File: src/ptm_pkg.sv
// Constants, register map and helpers of the periodic timer.
// Assumes one core clock and a plain register port.

package ptm_pkg;

   // ****************************************
   // Register map
   // ****************************************
   localparam int unsigned ADDR_W = 8;
   localparam int unsigned DATA_W = 8;
   localparam logic [7:0] OFS_FLAGS = 8'h0C;
   localparam logic [7:0] OFS_COUNT = 8'h11;
   localparam logic [7:0] OFS_CTRL = 8'h12;
   localparam logic [7:0] OFS_ENABLES = 8'h8C;
   localparam logic [7:0] OFS_LIMIT = 8'h92;

   // ****************************************
   // Reset values
   // ****************************************
   localparam logic [7:0] RST_COUNT = 8'h00;
   localparam logic [6:0] RST_CTRL = 7'h00;
   localparam logic [7:0] RST_LIMIT = 8'hFF;
   localparam logic RST_FLAG = 1'b0;
   localparam logic RST_ENABLE = 1'b0;

   // ****************************************
   // Field positions
   // ****************************************
   localparam int unsigned BIT_MATCH_FLAG = 1;
   localparam int unsigned CTRL_PRE_LSB = 0;
   localparam int unsigned CTRL_ON_BIT = 2;
   localparam int unsigned CTRL_POST_LSB = 3;
   localparam logic [7:0] CTRL_IMPL_MASK = 8'h7F;

   // ****************************************
   // Cycle counts
   // ****************************************
   localparam logic [1:0] OSC_PER_INSTR_LAST = 2'h3;
   localparam logic [3:0] PRE_TERM_1 = 4'h0;
   localparam logic [3:0] PRE_TERM_4 = 4'h3;
   localparam logic [3:0] PRE_TERM_16 = 4'hF;

   typedef enum logic [1:0] {
      PTM_PRE_1 = 2'h0,
      PTM_PRE_4 = 2'h1,
      PTM_PRE_16 = 2'h2,
      PTM_PRE_16B = 2'h3
   } ptm_pre_e;

   // Last prescaler count for a select code
   function automatic logic [3:0] ptm_pre_term(input logic [1:0] sel);
      logic [3:0] t;
      t = PRE_TERM_16;
      if (sel == PTM_PRE_1) begin
         t = PRE_TERM_1;
      end else if (sel == PTM_PRE_4) begin
         t = PRE_TERM_4;
      end
      return t;
   endfunction

endpackage

File: src/ptm_tick_if.sv
// Tick and clear signals between the timer core and its scalers.
// Assumes all parties run on the core clock.
`timescale 1ns/1ps

interface ptm_tick_if;
   logic inst_tick;
   logic clr;
   logic run;
   logic [1:0] pre_sel;
   logic pre_tick;
   logic match;
   logic [3:0] post_sel;
   logic post_pulse;

   modport core (output inst_tick, clr, run, pre_sel, match, post_sel,
      input pre_tick, post_pulse);
   modport pre (input inst_tick, clr, run, pre_sel, output pre_tick);
   modport post (input clr, match, post_sel, output post_pulse);
endinterface

File: src/ptm_timer.sv
// Top of the periodic timer: registers, count, match and interrupt.
// Assumes a register port on core_clk with one-cycle read latency.
`timescale 1ns/1ps

module ptm_timer import ptm_pkg::*; (
   input logic core_clk,
   input logic sys_rst,
   input logic core_ce,
   input logic [ADDR_W-1:0] bus_addr,
   input logic [DATA_W-1:0] bus_wdata,
   input logic bus_wr,
   input logic bus_rd,
   output logic [DATA_W-1:0] bus_rdata,
   output logic irq,
   output logic ssp_shift_tick,
   output logic [7:0] pwm_count,
   output logic pwm_period_match
);

   // ****************************************
   // Declarations
   // ****************************************
   ptm_tick_if tk ();

   logic [1:0] phase_q;
   logic inst_tick_q;
   logic [7:0] count_q;
   logic [7:0] limit_q;
   logic [6:0] ctrl_q;
   logic match_q;
   logic flag_q;
   logic enable_q;
   logic irq_q;
   logic [7:0] rdata_q;
   logic [7:0] rdata_d;
   logic wr_count;
   logic wr_ctrl;
   logic wr_limit;
   logic wr_flags;
   logic wr_enables;
   logic at_limit;
   logic step;

   // ****************************************
   // Address decode
   // ****************************************
   assign wr_count = bus_wr && bus_addr == OFS_COUNT;
   assign wr_ctrl = bus_wr && bus_addr == OFS_CTRL;
   assign wr_limit = bus_wr && bus_addr == OFS_LIMIT;
   assign wr_flags = bus_wr && bus_addr == OFS_FLAGS;
   assign wr_enables = bus_wr && bus_addr == OFS_ENABLES;
   assign at_limit = count_q == limit_q;
   assign step = tk.pre_tick && !wr_count && !wr_ctrl;

   // ****************************************
   // Scaler links
   // ****************************************
   assign tk.inst_tick = inst_tick_q;
   assign tk.clr = wr_count || wr_ctrl;
   assign tk.run = ctrl_q[CTRL_ON_BIT];
   assign tk.pre_sel = ctrl_q[CTRL_PRE_LSB +: 2];
   assign tk.post_sel = ctrl_q[CTRL_POST_LSB +: 4];
   assign tk.match = match_q;

   ptm_prescaler u_pre (
      .core_clk(core_clk),
      .sys_rst(sys_rst),
      .core_ce(core_ce),
      .tk(tk.pre)
   );

   ptm_postscaler u_post (
      .core_clk(core_clk),
      .sys_rst(sys_rst),
      .core_ce(core_ce),
      .tk(tk.post)
   );

   // ****************************************
   // Instruction tick
   // ****************************************
   always_ff @(posedge core_clk) begin
      if (sys_rst) begin
         phase_q <= 2'h0;
         inst_tick_q <= 1'b0;
      end else if (core_ce) begin
         phase_q <= phase_q + 2'h1;
         inst_tick_q <= phase_q == OSC_PER_INSTR_LAST;
      end
   end

   // ****************************************
   // Count and match
   // ****************************************
   always_ff @(posedge core_clk) begin
      if (sys_rst) begin
         count_q <= RST_COUNT;
      end else if (core_ce) begin
         if (wr_count) begin
            count_q <= bus_wdata;
         end else if (step) begin
            count_q <= at_limit ? 8'h00 : count_q + 8'h01;
         end
      end
   end

   always_ff @(posedge core_clk) begin
      if (sys_rst) begin
         match_q <= 1'b0;
      end else if (core_ce) begin
         match_q <= step && at_limit;
      end
   end

   // ****************************************
   // Control and limit
   // ****************************************
   always_ff @(posedge core_clk) begin
      if (sys_rst) begin
         ctrl_q <= RST_CTRL;
      end else if (core_ce && wr_ctrl) begin
         ctrl_q <= bus_wdata[6:0];
      end
   end

   always_ff @(posedge core_clk) begin
      if (sys_rst) begin
         limit_q <= RST_LIMIT;
      end else if (core_ce && wr_limit) begin
         limit_q <= bus_wdata;
      end
   end

   // ****************************************
   // Flag, enable and interrupt
   // ****************************************
   always_ff @(posedge core_clk) begin
      if (sys_rst) begin
         flag_q <= RST_FLAG;
      end else if (core_ce) begin
         if (tk.post_pulse) begin
            flag_q <= 1'b1;
         end else if (wr_flags && bus_wdata[BIT_MATCH_FLAG]) begin
            flag_q <= 1'b0;
         end
      end
   end

   always_ff @(posedge core_clk) begin
      if (sys_rst) begin
         enable_q <= RST_ENABLE;
      end else if (core_ce && wr_enables) begin
         enable_q <= bus_wdata[BIT_MATCH_FLAG];
      end
   end

   always_ff @(posedge core_clk) begin
      if (sys_rst) begin
         irq_q <= 1'b0;
      end else if (core_ce) begin
         irq_q <= flag_q && enable_q;
      end
   end

   // ****************************************
   // Read port
   // ****************************************
   always_comb begin
      rdata_d = 8'h00;
      if (bus_rd) begin
         unique case (bus_addr)
            OFS_COUNT: begin
               rdata_d = count_q;
            end
            OFS_CTRL: begin
               rdata_d = {1'b0, ctrl_q} & CTRL_IMPL_MASK;
            end
            OFS_LIMIT: begin
               rdata_d = limit_q;
            end
            OFS_FLAGS: begin
               rdata_d = 8'h00;
               rdata_d[BIT_MATCH_FLAG] = flag_q;
            end
            OFS_ENABLES: begin
               rdata_d = 8'h00;
               rdata_d[BIT_MATCH_FLAG] = enable_q;
            end
            default: begin
               rdata_d = 8'h00;
            end
         endcase
      end
   end

   always_ff @(posedge core_clk) begin
      if (sys_rst) begin
         rdata_q <= 8'h00;
      end else if (core_ce) begin
         rdata_q <= rdata_d;
      end
   end

   // ****************************************
   // Outputs
   // ****************************************
   assign bus_rdata = rdata_q;
   assign irq = irq_q;
   assign ssp_shift_tick = match_q;
   assign pwm_count = count_q;
   assign pwm_period_match = match_q;

   // ****************************************
   // Checks
   // ****************************************
   property p_count_reset;
      @(posedge core_clk)
      sys_rst |=> count_q == 8'h00;
   endproperty
   a_count_reset: assert property (p_count_reset)
      else $error("count not cleared by reset");

   property p_limit_reset;
      @(posedge core_clk)
      sys_rst |=> limit_q == 8'hFF && ctrl_q == 7'h00;
   endproperty
   a_limit_reset: assert property (p_limit_reset)
      else $error("limit not FFh after reset");

   property p_wrap;
      @(posedge core_clk) disable iff (sys_rst)
      core_ce && step && at_limit |=> count_q == 8'h00 && match_q;
   endproperty
   a_wrap: assert property (p_wrap)
      else $error("count did not wrap at limit");

   property p_incr;
      @(posedge core_clk) disable iff (sys_rst)
      core_ce && step && !at_limit
         |=> count_q == $past(count_q) + 8'h01 && !match_q;
   endproperty
   a_incr: assert property (p_incr)
      else $error("count did not advance");

   property p_off_hold;
      @(posedge core_clk) disable iff (sys_rst)
      !tk.run && !wr_count ##1 !wr_count |-> $stable(count_q);
   endproperty
   a_off_hold: assert property (p_off_hold)
      else $error("count moved while off");

   property p_ctrl_keeps_count;
      @(posedge core_clk) disable iff (sys_rst)
      core_ce && wr_ctrl |=> count_q == $past(count_q);
   endproperty
   a_ctrl_keeps_count: assert property (p_ctrl_keeps_count)
      else $error("control write changed count");

   property p_flag_set;
      @(posedge core_clk) disable iff (sys_rst)
      core_ce && tk.post_pulse |=> flag_q ##1 (irq_q == $past(enable_q));
   endproperty
   a_flag_set: assert property (p_flag_set)
      else $error("match flag or interrupt missing");

   property p_irq_gate;
      @(posedge core_clk) disable iff (sys_rst)
      core_ce |=> irq_q == $past(flag_q && enable_q);
   endproperty
   a_irq_gate: assert property (p_irq_gate)
      else $error("interrupt not gated by enable");

   property p_flag_sticky;
      @(posedge core_clk) disable iff (sys_rst)
      flag_q && !(wr_flags && bus_wdata[BIT_MATCH_FLAG]) |=> flag_q;
   endproperty
   a_flag_sticky: assert property (p_flag_sticky)
      else $error("match flag dropped without clear");

   property p_ctrl_top_zero;
      @(posedge core_clk) disable iff (sys_rst)
      core_ce && bus_rd && bus_addr == OFS_CTRL
         |=> !bus_rdata[7] && bus_rdata[6:0] == $past(ctrl_q);
   endproperty
   a_ctrl_top_zero: assert property (p_ctrl_top_zero)
      else $error("control top bit not zero");

   property p_inst_rate;
      @(posedge core_clk) disable iff (sys_rst)
      core_ce && inst_tick_q ##1 core_ce [*3] |-> !inst_tick_q;
   endproperty
   a_inst_rate: assert property (p_inst_rate)
      else $error("instruction tick too frequent");

   property p_serial_tick;
      @(posedge core_clk) disable iff (sys_rst)
      ssp_shift_tick |-> pwm_period_match && pwm_count == 8'h00;
   endproperty
   a_serial_tick: assert property (p_serial_tick)
      else $error("serial tick without wrap");

endmodule

File: src/ptm_prescaler.sv
// Prescaler of the periodic timer: divides instruction ticks by 1, 4, 16.
// Assumes clear and ticks come from the core on the same clock.
`timescale 1ns/1ps

module ptm_prescaler import ptm_pkg::*; (
   input logic core_clk,
   input logic sys_rst,
   input logic core_ce,
   ptm_tick_if.pre tk
);

   logic [3:0] div_q;
   logic tick_q;
   logic last;

   assign last = div_q >= ptm_pre_term(tk.pre_sel);
   assign tk.pre_tick = tick_q;

   // ****************************************
   // Divider
   // ****************************************
   always_ff @(posedge core_clk) begin
      if (sys_rst) begin
         div_q <= 4'h0;
      end else if (core_ce) begin
         if (tk.clr) begin
            div_q <= 4'h0;
         end else if (tk.run && tk.inst_tick) begin
            div_q <= last ? 4'h0 : div_q + 4'h1;
         end
      end
   end

   always_ff @(posedge core_clk) begin
      if (sys_rst) begin
         tick_q <= 1'b0;
      end else if (core_ce) begin
         tick_q <= !tk.clr && tk.run && tk.inst_tick && last;
      end
   end

   // ****************************************
   // Checks
   // ****************************************
   property p_pre_clear;
      @(posedge core_clk) disable iff (sys_rst)
      core_ce && tk.clr |=> div_q == 4'h0 && !tick_q;
   endproperty
   a_pre_clear: assert property (p_pre_clear)
      else $error("prescaler not cleared");

   property p_pre_ratio;
      @(posedge core_clk) disable iff (sys_rst)
      core_ce && !tk.clr && tk.run && tk.inst_tick &&
         div_q == ptm_pre_term(tk.pre_sel) |=> tick_q && div_q == 4'h0;
   endproperty
   a_pre_ratio: assert property (p_pre_ratio)
      else $error("prescaler missed its terminal count");

endmodule

File: src/ptm_postscaler.sv
// Postscaler of the periodic timer: one pulse per n+1 period matches.
// Assumes match and clear come from the core on the same clock.
`timescale 1ns/1ps

module ptm_postscaler import ptm_pkg::*; (
   input logic core_clk,
   input logic sys_rst,
   input logic core_ce,
   ptm_tick_if.post tk
);

   logic [3:0] post_q;
   logic pulse_q;

   assign tk.post_pulse = pulse_q;

   // ****************************************
   // Match counter
   // ****************************************
   always_ff @(posedge core_clk) begin
      if (sys_rst) begin
         post_q <= 4'h0;
      end else if (core_ce) begin
         if (tk.clr) begin
            post_q <= 4'h0;
         end else if (tk.match) begin
            post_q <= (post_q >= tk.post_sel) ? 4'h0 : post_q + 4'h1;
         end
      end
   end

   always_ff @(posedge core_clk) begin
      if (sys_rst) begin
         pulse_q <= 1'b0;
      end else if (core_ce) begin
         pulse_q <= !tk.clr && tk.match && post_q >= tk.post_sel;
      end
   end

   // ****************************************
   // Checks
   // ****************************************
   property p_post_ratio;
      @(posedge core_clk) disable iff (sys_rst)
      core_ce && !tk.clr && tk.match && post_q < tk.post_sel
         |=> !pulse_q && post_q == $past(post_q) + 4'h1;
   endproperty
   a_post_ratio: assert property (p_post_ratio)
      else $error("postscaler fired early");

endmodule

File: config.mk
export PLATFORM = sky130hd
export DESIGN_NAME = ptm_timer
export DESIGN_NICKNAME = d
export VERILOG_FILES = /design/src/ptm_pkg.sv /design/src/ptm_tick_if.sv /design/src/ptm_timer.sv /design/src/ptm_prescaler.sv /design/src/ptm_postscaler.sv
export SDC_FILE = /design/constraint.sdc
export NUM_CORES = 1
export LEC_CHECK = 0
export ABC_AREA = 1
export BUFFER_PORTS_ARGS = -buffer_cell sky130_fd_sc_hd__buf_2
export CAP_MARGIN = 15
export CELL_PAD_IN_SITES_DETAIL_PLACEMENT = 0
export CELL_PAD_IN_SITES_GLOBAL_PLACEMENT = 1
export CORE_ASPECT_RATIO = 0.6
export CORE_MARGIN = 4
export CORE_UTILIZATION = 38
export DETAILED_ROUTE_END_ITERATION = 8
export GPL_TIMING_DRIVEN = 0
export PLACE_DENSITY_LB_ADDON = 0.3
export SLEW_MARGIN = 15
export SYNTH_ARGS = -nofsm -noshare
export SYNTH_HDL_FRONTEND = slang
export SYNTH_SLANG_ARGS = --single-unit
File: constraint.sdc
create_clock -name core_clk -period 2.22 [get_ports core_clk]
set_clock_uncertainty 0.1 [all_clocks]
set_input_delay 0.555 -clock core_clk [delete_from_list [all_inputs] [get_ports core_clk]]
set_output_delay 0.555 -clock core_clk [all_outputs]
set_load 0.005 [all_outputs]
### After elaboration in Yosys (flattened, before gate mapping)

Cells that the tools add are included.

| storage, ports and cells | value |
|---|---|
| bits in registers | 48 |
| input bits | 21 |
| output and inout port bits | 19 |
| word-level logic and storage cells | 75 |

| operators by class | value |
|---|---|
| add/subtract/negate cells | 4 |
| magnitude comparators | 2 |
| equality and inequality tests | 8 |
| muxes and demuxes | 15 |
| reductions and logical operators | 32 |

Operators by type and width:

| kind | number |
|---|---|
| 8-bit case mux with 5 select lines | 1 |
| 4-bit two-way mux | 8 |
| 8-bit two-way mux | 4 |
| 1-bit logical AND | 19 |
| 8-bit by 5-bit == test with 1-bit output (second input constant) | 2 |
| 8-bit == test (second input constant) | 2 |
| 4-bit by 1-bit adder with 4-bit output (second input constant) | 2 |
| 8-bit by 1-bit adder with 8-bit output (second input constant) | 1 |
| 8-bit by 4-bit == test with 1-bit output (second input constant) | 1 |
| 8-bit == test | 1 |
| 4-bit greater-or-equal comparator | 2 |
| 2-bit AND reduction | 4 |
| 2-bit nonzero test | 4 |
| 1-bit zero test | 3 |
| 2-bit by 1-bit adder with 2-bit output (second input constant) | 1 |
| 2-bit by 1-bit == test with 1-bit output (second input constant) | 1 |
| 2-bit == test (second input constant) | 1 |
| 2-bit zero test | 1 |
| 1-bit two-way mux | 2 |
| 1-bit logical OR | 1 |

### Logic depth before layout (Yosys ltp)

Gate-level depths: netlist of run 1.

| logic depth | value |
|---|---|
| depth after elaboration | 7 |
| mapped depth | 11 |

### Modules after synthesis

A second synthesis of run 1 with hierarchy kept.

| second synthesis, totals | value |
|---|---|
| cell total of the unflattened synthesis | 421 |
| area total of the unflattened synthesis | 2,875.3 µm² |

By module, submodules not included:

| module | times used | cells an instance | area each (µm²) |
|---|---|---|---|
| ptm_timer | 1 | 302 | 2,040.7 |
| ptm_prescaler | 1 | 63 | 431.7 |
| ptm_postscaler | 1 | 56 | 402.9 |

### Least setup slack after synthesis of run 1

Ideal clock, no wire load.

| timing path | value |
|---|---|
| path type | input port to flip-flop |
| start | input bus_addr[6] |
| end | register count_q[7], in the netlist pwm_count[7] |
| setup time | 0.113 ns |
| data arrival time | 1.480 ns |
| slack | 0.526 ns |
| stages | 11 |
| path through | inv_1 nand2_2 nor2_4 nand2_4 nor2_8 a21oi_2 nor2_2 buf_6 nand2_1 nor2_1 nor2_1 |

| on the way | value |
|---|---|
| cells in the longest elaborated chain, start to end | 7 |
| elaborated cells on any way between the ends | 11 |
| those cells by class | 2 x eq/ne; 1 x mux; 8 x reduce/logical |

RTL lines:

| item | RTL line | RTL |
|---|---|---|
| start: declaration | ptm_timer.sv:9 | `input logic [ADDR_W-1:0] bus_addr,` |
| 8-bit by 5-bit == test with 1-bit output | ptm_timer.sv:47 | `assign wr_count = bus_wr && bus_addr == OFS_COUNT;` |
| 1-bit logical AND | ptm_timer.sv:47 |  |
| 1-bit zero test | ptm_timer.sv:53 | `assign step = tk.pre_tick && !wr_count && !wr_ctrl;` |
| 1-bit logical AND (2 in a row) | ptm_timer.sv:53 |  |
| 2-bit nonzero test (no line) | n/a |  |
| 2-bit AND reduction (no line) | n/a |  |
| end signal: assignment | ptm_timer.sv:100 | `count_q <= bus_wdata;` |
| end signal: assignment | ptm_timer.sv:102 | `count_q <= at_limit ? 8'h00 : count_q + 8'h01;` |
| end: declaration | ptm_timer.sv:27 | `logic [7:0] count_q;` |

Parallel ways exist; a longest one is shown, timed or not.
A chain may end at the register's enable or synchronous reset.

### Worst setup path after layout of run 1

| timing path | value |
|---|---|
| start | input bus_addr[0] |
| end | register limit_q[6] |

| on the way | value |
|---|---|
| cells in the longest elaborated chain, start to end | 3 |

RTL lines:

| item | RTL line | RTL |
|---|---|---|
| 8-bit == test | ptm_timer.sv:49 | `assign wr_limit = bus_wr && bus_addr == OFS_LIMIT;` |
| 1-bit logical AND | ptm_timer.sv:49 |  |
| 1-bit logical AND | ptm_timer.sv:129 | `end else if (core_ce && wr_limit) begin` |
| end signal: assignment | ptm_timer.sv:130 | `limit_q <= bus_wdata;` |
| end: declaration | ptm_timer.sv:28 | `logic [7:0] limit_q;` |

No other way between the ends.

==> results.tsv, run 1 <==
metric	value	unit
die_x	118	um
synth_fp_nets	433	
routabilityCongestion	0.827	
min_path_type	reg2reg	
clk_pin_slew	0.07	ns
grt_util_met2	25.2	%
async_flop_share	0	%
leakage	1.54	nW
initial_core_util	40.2	%
crit_type	in2reg	
numPlacedInstances	524	
period_share	80.3	%
portBuffers	37	
cts_num_sinks	48	
clk_latency	0.29	ns
dpl.hpwl	5.99	mm
startpoint_type	primary input	
routed-via-count	2718	
antenna_cells	0	
seq_area_frac_synth	34.9	%
postSynthAreaPerCell	6.88	um^2
syn_area	2750	um^2
synth_most_common_cell	nand2_1	
p_sw_share	23.7	%
worst_slew_pin_slew	0.563	ns
worstPathCellList	buf_2, inv_1, nand2_1, nor2_2, and2_1, buf_6, buf_8, nand2_1, nand2_1, nand3_1	
ys_warn_count	0	
synth_top_area_share	34.9	%
clock.fmax	561	MHz
first_global_vias	2302	
holdPathEnd	inst_tick_q	
grt_pass1_wl	12.3	mm
met3_usage	3.77	%
fp.dieH	73.9	um
io_pins	40	
critPathBufInv	4	
synth_cell_types	31	
required	2.28	ns
viasPerCell	5.11	
synth_edf_count	0	
rsz0062_at_grt	no	
ff2ff_setup_slack	0.52	ns
ys_top_cells_by_area	dfxtp_1 (35%), nand2_1 (13%), nand3_1 (8.9%), ha_1 (5.5%), inv_1 (5.5%)	
critPathMostFrequentCell	nand2_1	
critical-path-max-stage-delay	0.22	ns
slew_violations	0	
wl_per_cell	14.4	um
drt-initial-drc-count	138	
cts_tree	done	
rows	23	
stdcell_area	3220	um^2
syn_inst	400	
cp_data_arrival_time	1.84	ns
cp_top_family	simple AND/OR/NAND/NOR gates	
timing.rr.end	pwm_count[6]	
dp_slack	0.148	ns
grt_max_degree	17	
crit_fanout	10	
dieArea	8710	um^2
max_slew_margin	62.4	%
holdPathStages	2	
grtUsageMet1	27.7	%
drc	0	
grt.total_usage	18.0	%
status	finished clean	
layout_setup_ws	0.438	ns
cts_root_buf	clkbuf_16	
min_from	inst_tick_q	
first_pass_iters	5	
cts_setup_buffers	0	
crit_slowest_cell	nand2_1	
pwr-share-comb	6.5	%
antenna_left	0	
grt_antenna_before_repair	0	
area_delta_synth_final	16.9	%
core_area	6850	um^2
synth-seq-cells	48	
stdcell_count	532	
ys.flop_type	dfxtp_1	
placed_area	3040	um^2
peakVddDrop	0.363	mV
fin_crit	1.78	ns
finalSetupTns	0	ns
rr_startpoint	pwm_count[1]	
busiest_layer	met1	
cts_hold_buf	0	
num-nets-final	477	
cts_resized	0	
wl	7.66	mm
clockPowerShare	47.3	%
gr-total-overflow	0	
clockBufferDepth	2	
seq_power_share	46.2	%
crit_path_end_kind	flop	
ys_top_cells_by_count	nand2_1 (97), nand3_1 (49), dfxtp_1 (48)	
htreeDepth	2	
power_density	590	nW/um^2
cts-buffers-inserted	5	
p_int	1.45	mW
cap_violations	0	
hold_violations	0	
yosysTopAreaCell	dfxtp_1	
finalSetupViolCount	0	
final_layout_size_suffix_gt1_share	16.6	%
power.switching	0.450	mW
reg2reg_depth	9	
-- power by group through the flow --
stage          combinational, mW  clock, mW  sequential [mW]
3_3_place_gp               0.120          0            0.898
2_1_floorplan             0.0718          0            0.897
4_1_cts                    0.123      0.913            0.878
3_5_place_dp               0.123          0            0.898
6_report                   0.123      0.898            0.878
5_1_grt                    0.139      0.955            0.879
-- through the flow --
step / utilization, % / total power, mW / hold slack [ns]
after global routing: 46.9 / 1.97 / 0.378
final: 46.9 / 1.90 / 0.369
after floorplan: - / 0.968 / 0.335
after detailed placement: 44.4 / 1.02 / 0.359
after CTS: 46.9 / 1.91 / 0.368
after global placement: 44.4 / 1.02 / 0.351
-- cells by family (layout without fill, tap and decap cells) --
group           after synthesis  count (layout)  synth area share, %
flops                        48              48                 34.9
compound gates               62              62                 12.3
simple gates                209             209                 34.3
fa+ha+maj                    12              12                 5.46
xor+xnor                     12              12                 3.82
buf+inv                      57             102                 9.24
-- layout make-up --
class | count | area [um^2]
fillers | 714 | 3630
multi-input cells | 295 | 1540
flip-flops and latches | 48 | 961
repair buffers | 37 | 185
inverters | 43 | 161
clock buffers | 5 | 125
well taps | 87 | 109
plain buffers | 14 | 92.6
clock inverters | 3 | 46.3
-- layout by cell type, fill, tap and decap left out, types with 5 or more instances in the layout --
master and n:
a21oi_1 28, buf_2 39, clkbuf_1 6, clkbuf_16 5, dfxtp_1 48, ha_1 12
inv_1 40, nand2_1 97, nand2_2 8, nand3_1 49, nand4_1 6, nor2_1 36
o211ai_1 5, o21ai_0 16, o21ai_1 8, xnor2_1 6, xor2_1 6
-- worst min-delay path, delay by kind of cell (launching register included) --
kind | cells | cell delay (ns)
buf+inv | 1 | 0.06
compound gates | 1 | 0.06
flops | 1 | 0.30
-- worst max-delay path by stage --
stage / startpoint / to / slack [ns] / cells after the start
finish: bus_addr[0] / limit_q[6] / 0.44 / 10
global route: bus_addr[0] / limit_q[5] / 0.32 / 10
CTS: bus_addr[0] / limit_q[7] / 0.46 / 10
detailed placement: bus_addr[0] / limit_q[7] / 0.15 / 10
global placement: bus_addr[0] / limit_q[7] / 0.16 / 10
floorplan: bus_addr[6] / pwm_count[7] / 0.53 / 11
-- sequential cells by signal, indices dropped and copies added, names as in the netlist, 2 cells and up --
signal,count
pwm_count,8
u_post.post_q,4
phase_q,2
limit_q,8
bus_rdata,8
ctrl_q,7
u_pre.div_q,4
-- layer usage --
metal / wire length (um) / vias to the layer above
li1: - / 1393
met5: 0 / -
met3: 375 / 7
met4: 68 / 0
met1: 4170 / 1264
met2: 3040 / 54
(Power assumes the default switching activity.)
==> run 2, diff against run 1 <==
clock period = 1.7 ns   (was 2.22 ns; I/O delays follow)
==> results.tsv, run 2 (synthesis gave the netlist of run 1 again) <==
metric	value	unit	change
drc	0		unchanged
routabilityCongestion	0.827		unchanged
clockPowerShare	47.2	%	about the same
power.switching	0.588	mW	+31%
num-nets-final	480		+0.63%
viasPerCell	5.07		-0.74%
clk_pin_slew	0.07	ns	about the same
io_pins	40		unchanged
dieArea	8710	um^2	unchanged
grt_max_degree	17		unchanged
wl	7.69	mm	+0.37%
min_path_type	in2reg		
fin_crit	1.61	ns	
area_delta_synth_final	18.8	%	
cts_num_sinks	48		unchanged
p_sw_share	23.7	%	about the same
worst_slew_pin_slew	0.571	ns	+0.00752 ns
peakVddDrop	0.475	mV	+31%
min_from	sys_rst		
p_int	1.89	mW	+31%
wl_met3	385	um	+2.7%
critical-path-max-stage-delay	0.21	ns	about the same
mostFrequentLayoutCell	nand2_1		
crit_path_end_kind	flop		
cts_hold_buf	0		unchanged
antenna_cells	0		unchanged
power_density	760	nW/um^2	+29%
fp.dieH	73.9	um	unchanged
cts_tree	done		
cts-buffers-inserted	5		unchanged
rr_startpoint	pwm_count[0]		
final_util	47.7	%	+0.75 points
worstPathCellList	buf_2, inv_1, nand2_1, nor2_2, nand2_2, inv_2, nand2_1, buf_2, o21ai_0, a21oi_1		
top_layer_used	met4		
leakage	1.56	nW	+1.1%
crit_type	in2reg		
met1_length	4.14	mm	-0.91%
drt-initial-drc-count	119		-14%
first_global_vias	2316		+0.61%
worstSetupStartpoint	bus_addr[0]		
die_x	118	um	unchanged
slew_violations	0		unchanged
pwr-share-comb	6.6	%	about the same
rows	23		unchanged
period_share	95.0	%	
met2_length	3.10	mm	+2.0%
dpl.hpwl	5.99	mm	unchanged
initial_core_util	40.2	%	unchanged
grt.total_usage	18.0	%	+0.050 points
crit_slowest_cell	buf_2		
hold_violations	0		unchanged
crit_fanout	10		unchanged
antenna_left	0		unchanged
grt_antenna_before_repair	0		unchanged
cp_data_arrival_time	1.70	ns	-0.14 ns
cap_violations	0		unchanged
first_pass_iters	4		-1
max_slew_margin	61.9	%	-0.50 points
portBuffers	37		unchanged
clk_latency	0.29	ns	about the same
required	1.79	ns	-0.49 ns
stdcell_count	535		+0.56%
seq_power_share	46.2	%	about the same
final_cell_mix	nand2_1 (94), nand3_1 (49), dfxtp_1 (45)		
cts_root_buf	clkbuf_16		
core_area	6850	um^2	unchanged
htreeDepth	2		unchanged
routed-via-count	2713		-0.18%
wl_per_cell	14.4	um	-0.20%
final_layout_size_suffix_gt1_share	19.6	%	+3.0 points
clockBufferDepth	2		unchanged
grt_pass1_wl	12.3	mm	+0.40%
status	finished clean		
gr-total-overflow	0		unchanged
finalSetupViolCount	0		unchanged
clock.fmax	619	MHz	
startpoint_type	primary input		
numPlacedInstances	524		unchanged
## run 2: critical path, delay by kind of cell
kind | cells | cell delay, ns
buf+inv | 4 | 0.54
compound gates | 2 | 0.22
simple gates | 4 | 0.51
## run 2: layer usage
| metal | GRT usage [%] | up-vias |
|---|---|---|
| met5 | 0 | - |
| met4 | 3.90 | 0 |
| met3 | 3.77 | 7 |
| met2 | 25.3 | 52 |
| met1 | 27.8 | 1258 |
| li1 | - | 1396 |
## run 2: worst paths after layout
path / endpoint / slack (ns) / cells past startpoint
worst max-delay path: ctrl_q[5] / 0.09 / 10
worst min-delay path: bus_rdata[3] / 0.28 / 2
worst max register to register: pwm_count[6] / 0.11 / 8
worst min register to register: inst_tick_q / 0.37 / 2
## run 2: cell type report
type / instances / area [um^2]
Tap cell: 87 / 109
Clock inverter: 3 / 46.3
Timing Repair Buffer: 40 / 208
Sequential cell: 48 / 965
Multi-Input combinational cell: 295 / 1560
Fill cell: 712 / 3580
Buffer: 14 / 92.6
Inverter: 43 / 161
Clock buffer: 5 / 125
## run 2: per-stage QoR
| step | TNS [ns] | power [mW] | worst slack [ns] | instance area (um^2) | hold WS, ns |
|---|---|---|---|---|---|
| 2_1_floorplan | 0 | 1.26 | 0.136 | 2750 | 0.335 |
| 3_3_place_gp | -4.64 | 1.33 | -0.232 | 3040 | 0.351 |
| 3_5_place_dp | -5.08 | 1.33 | -0.242 | 3040 | 0.359 |
| 4_1_cts | 0 | 2.50 | 0.0512 | 3220 | 0.277 |
| 5_1_grt | -0.0248 | 2.58 | -0.0248 | 3270 | 0.281 |
| 6_report | 0 | 2.48 | 0.0857 | 3270 | 0.281 |
## run 2: repair_timing
item	4_1_cts	5_1_grt
buffers inserted	0	3
setup endpoints to repair	2	24
gates resized for setup	1	10
pin swaps	0	2
## run 2: power groups by stage
stage	Combinational, mW	Sequential, mW	Clock (mW)
2_1_floorplan	0.0937	1.17	0
3_3_place_gp	0.157	1.17	0
3_5_place_dp	0.160	1.17	0
4_1_cts	0.161	1.15	1.19
5_1_grt	0.185	1.15	1.24
6_report	0.163	1.15	1.17
==> run 3, diff against run 2 <==
CORE_UTILIZATION = 37   (was 38)
clock period = 1.42 ns   (was 1.7 ns; I/O delays follow)
==> results.tsv, run 3 (synthesis gave the netlist of run 1 again) <==
metric	value	unit	change
crit_type	reg2reg		
finalPower	2.85	mW	+15%
rsz0062_at_grt	yes		
worstPathCellList	nor2_4, ha_4, inv_2, o21bai_1, nand3_1, nand3_2, o21ai_2, nand2_2, a21oi_2		
wl	8.20	mm	+6.6%
num-nets-final	499		+4.0%
mostFrequentLayoutCell	nand2_1		
clk_pin_slew	0.07	ns	about the same
initial_core_util	38.0	%	-2.2 points
fill_cells	717		+0.70%
critPathBufInv	1		-3
final_cell_mix	nand2_1 (85), nand3_1 (40), buf_2 (32)		
cts-buffers-inserted	5		unchanged
crit_path_end_kind	flop		
cp_data_arrival_time	1.65	ns	-0.05 ns
cts_hold_buf	0		unchanged
layout_setup_ws	-0.0972	ns	-0.183 ns
gr-total-overflow	0		unchanged
drt-initial-drc-count	135		+13%
cap_violations	0		unchanged
routed-via-count	2795		+3.0%
cts_tree	done		
drc	0		unchanged
viasPerCell	4.89		-3.5%
first_global_vias	2607		+13%
timing.rr.end	u_pre.div_q[0]		
peakVddDrop	0.602	mV	+27%
clockBufferDepth	2		unchanged
cts_num_sinks	48		unchanged
cp_top_family	simple AND/OR/NAND/NOR gates		
period_share	107	%	
crit_fanout	4		-6
htreeDepth	2		unchanged
grt_max_degree	17		unchanged
antenna_left	0		unchanged
fin_crit	1.52	ns	
finalSetupViolCount	9		+9
fp.dieH	74.8	um	+1.2%
hold_violations	0		unchanged
area_delta_synth_final	40.4	%	
leakage	1.79	nW	+14%
critical-path-max-stage-delay	0.36	ns	+0.15 ns
wl_per_cell	14.4	um	about the same
power_density	737	nW/um^2	-3.0%
holdPathEnd	bus_rdata[3]		
ff2ff_setup_slack	-0.1	ns	-0.21 ns
reg2reg_depth	9		+1
startpoint_type	flop		
crit_slowest_cell	dfxtp_4		
grt_antenna_before_repair	0		unchanged
worst_slew_pin_slew	0.689	ns	+0.118 ns
clock.fmax	659	MHz	
dpl.hpwl	5.97	mm	-0.31%
grt_pass1_wl	13.3	mm	+7.4%
die_x	119	um	+1.3%
portBuffers	37		unchanged
routabilityCongestion	0.794		-4.0%
final_layout_size_suffix_gt1_share	39.0	%	+19 points
io_pins	40		unchanged
grt.total_usage	19.0	%	+0.94 points
core_area	7240	um^2	+5.7%
worstSetupStartpoint	ctrl_q[1]		
cts_root_buf	clkbuf_16		
min_from	sys_rst		
final_util	53.4	%	+5.7 points
slew_violations	0		unchanged
status	complete, but fails checks		
placed_area	3100	um^2	+1.9%
min_path_type	in2reg		
stdcell_area	3860	um^2	+18%
clk_latency	0.29	ns	about the same
first_pass_iters	4		unchanged
antenna_cells	0		unchanged
rr_startpoint	ctrl_q[1]		
max_slew_margin	54.1	%	-7.8 points
required	1.55	ns	-0.24 ns
dieArea	8920	um^2	+2.5%
hold_slack	0.214	ns	-0.0667 ns
holdPathStages	2		unchanged
rows	24		+4.3%
violations	negative setup slack		
==> run 3: cell types whose count changed in the layout (fill, tap and decap cells not counted), sizes merged <==
cell and change:
clkbuf +1, bufinv -1, clkinvlp +1, buf +20, inv -3, clkinv +1
==> run 3: power breakdown <==
group / total [mW] / internal (mW) / switching [mW]
Sequential: 1.36 / 1.34 / 0.0130
Combinational: 0.249 / 0.0987 / 0.151
Clock: 1.24 / 0.703 / 0.537
Total: 2.85 / 2.15 / 0.700
==> run 3: what timing repair did <==
item | 4_1_cts | 5_1_grt
resized for setup | 63 | 70
setup buffers | 13 | 9
setup endpoints to repair | 26 | 42
gates cloned | 1 | 0
pin swaps | 25 | 33
==> run 3: final cells by class <==
type | instances | area [um^2] | share of cell area, %
multi-input cells | 295 | 1850 | 48.0
flip-flops and latches | 48 | 1010 | 26.2
repair buffers | 60 | 430 | 11.1
inverters | 43 | 190 | 4.93
clock buffers | 7 | 143 | 3.69
well taps | 104 | 130 | 3.37
plain buffers | 13 | 93.8 | 2.43
clock inverters | 1 | 7.51 | 0.194
==> run 3: stage by stage <==
stage                     instances  TNS [ns]  setup WS [ns]
final                           571    -0.501        -0.0972
after global routing            571     -2.36         -0.199
after CTS                       562    -0.488        -0.0694
after detailed placement        541    -13.57         -0.428
after global placement          541    -12.34         -0.403
after floorplan                 400    -0.235        -0.0448
==> run 3: metal layers <==
layer / track usage (%) / wire length (um)
met1: 28.3 / 4320
met2: 27.3 / 3360
met3: 4.58 / 459
met4: 5.20 / 55
met5: 0 / 0
==> run 3: worst max path at each step <==
stage / to / slack [ns] / cells after the start
3_5_place_dp: pwm_count[7] / -0.43 / 12
2_1_floorplan: ctrl_q[4] / -0.04 / 9
5_1_grt: u_pre.div_q[0] / -0.20 / 9
4_1_cts: u_pre.div_q[0] / -0.07 / 8
3_3_place_gp: pwm_count[7] / -0.40 / 12
6_report: u_pre.div_q[0] / -0.1 / 9
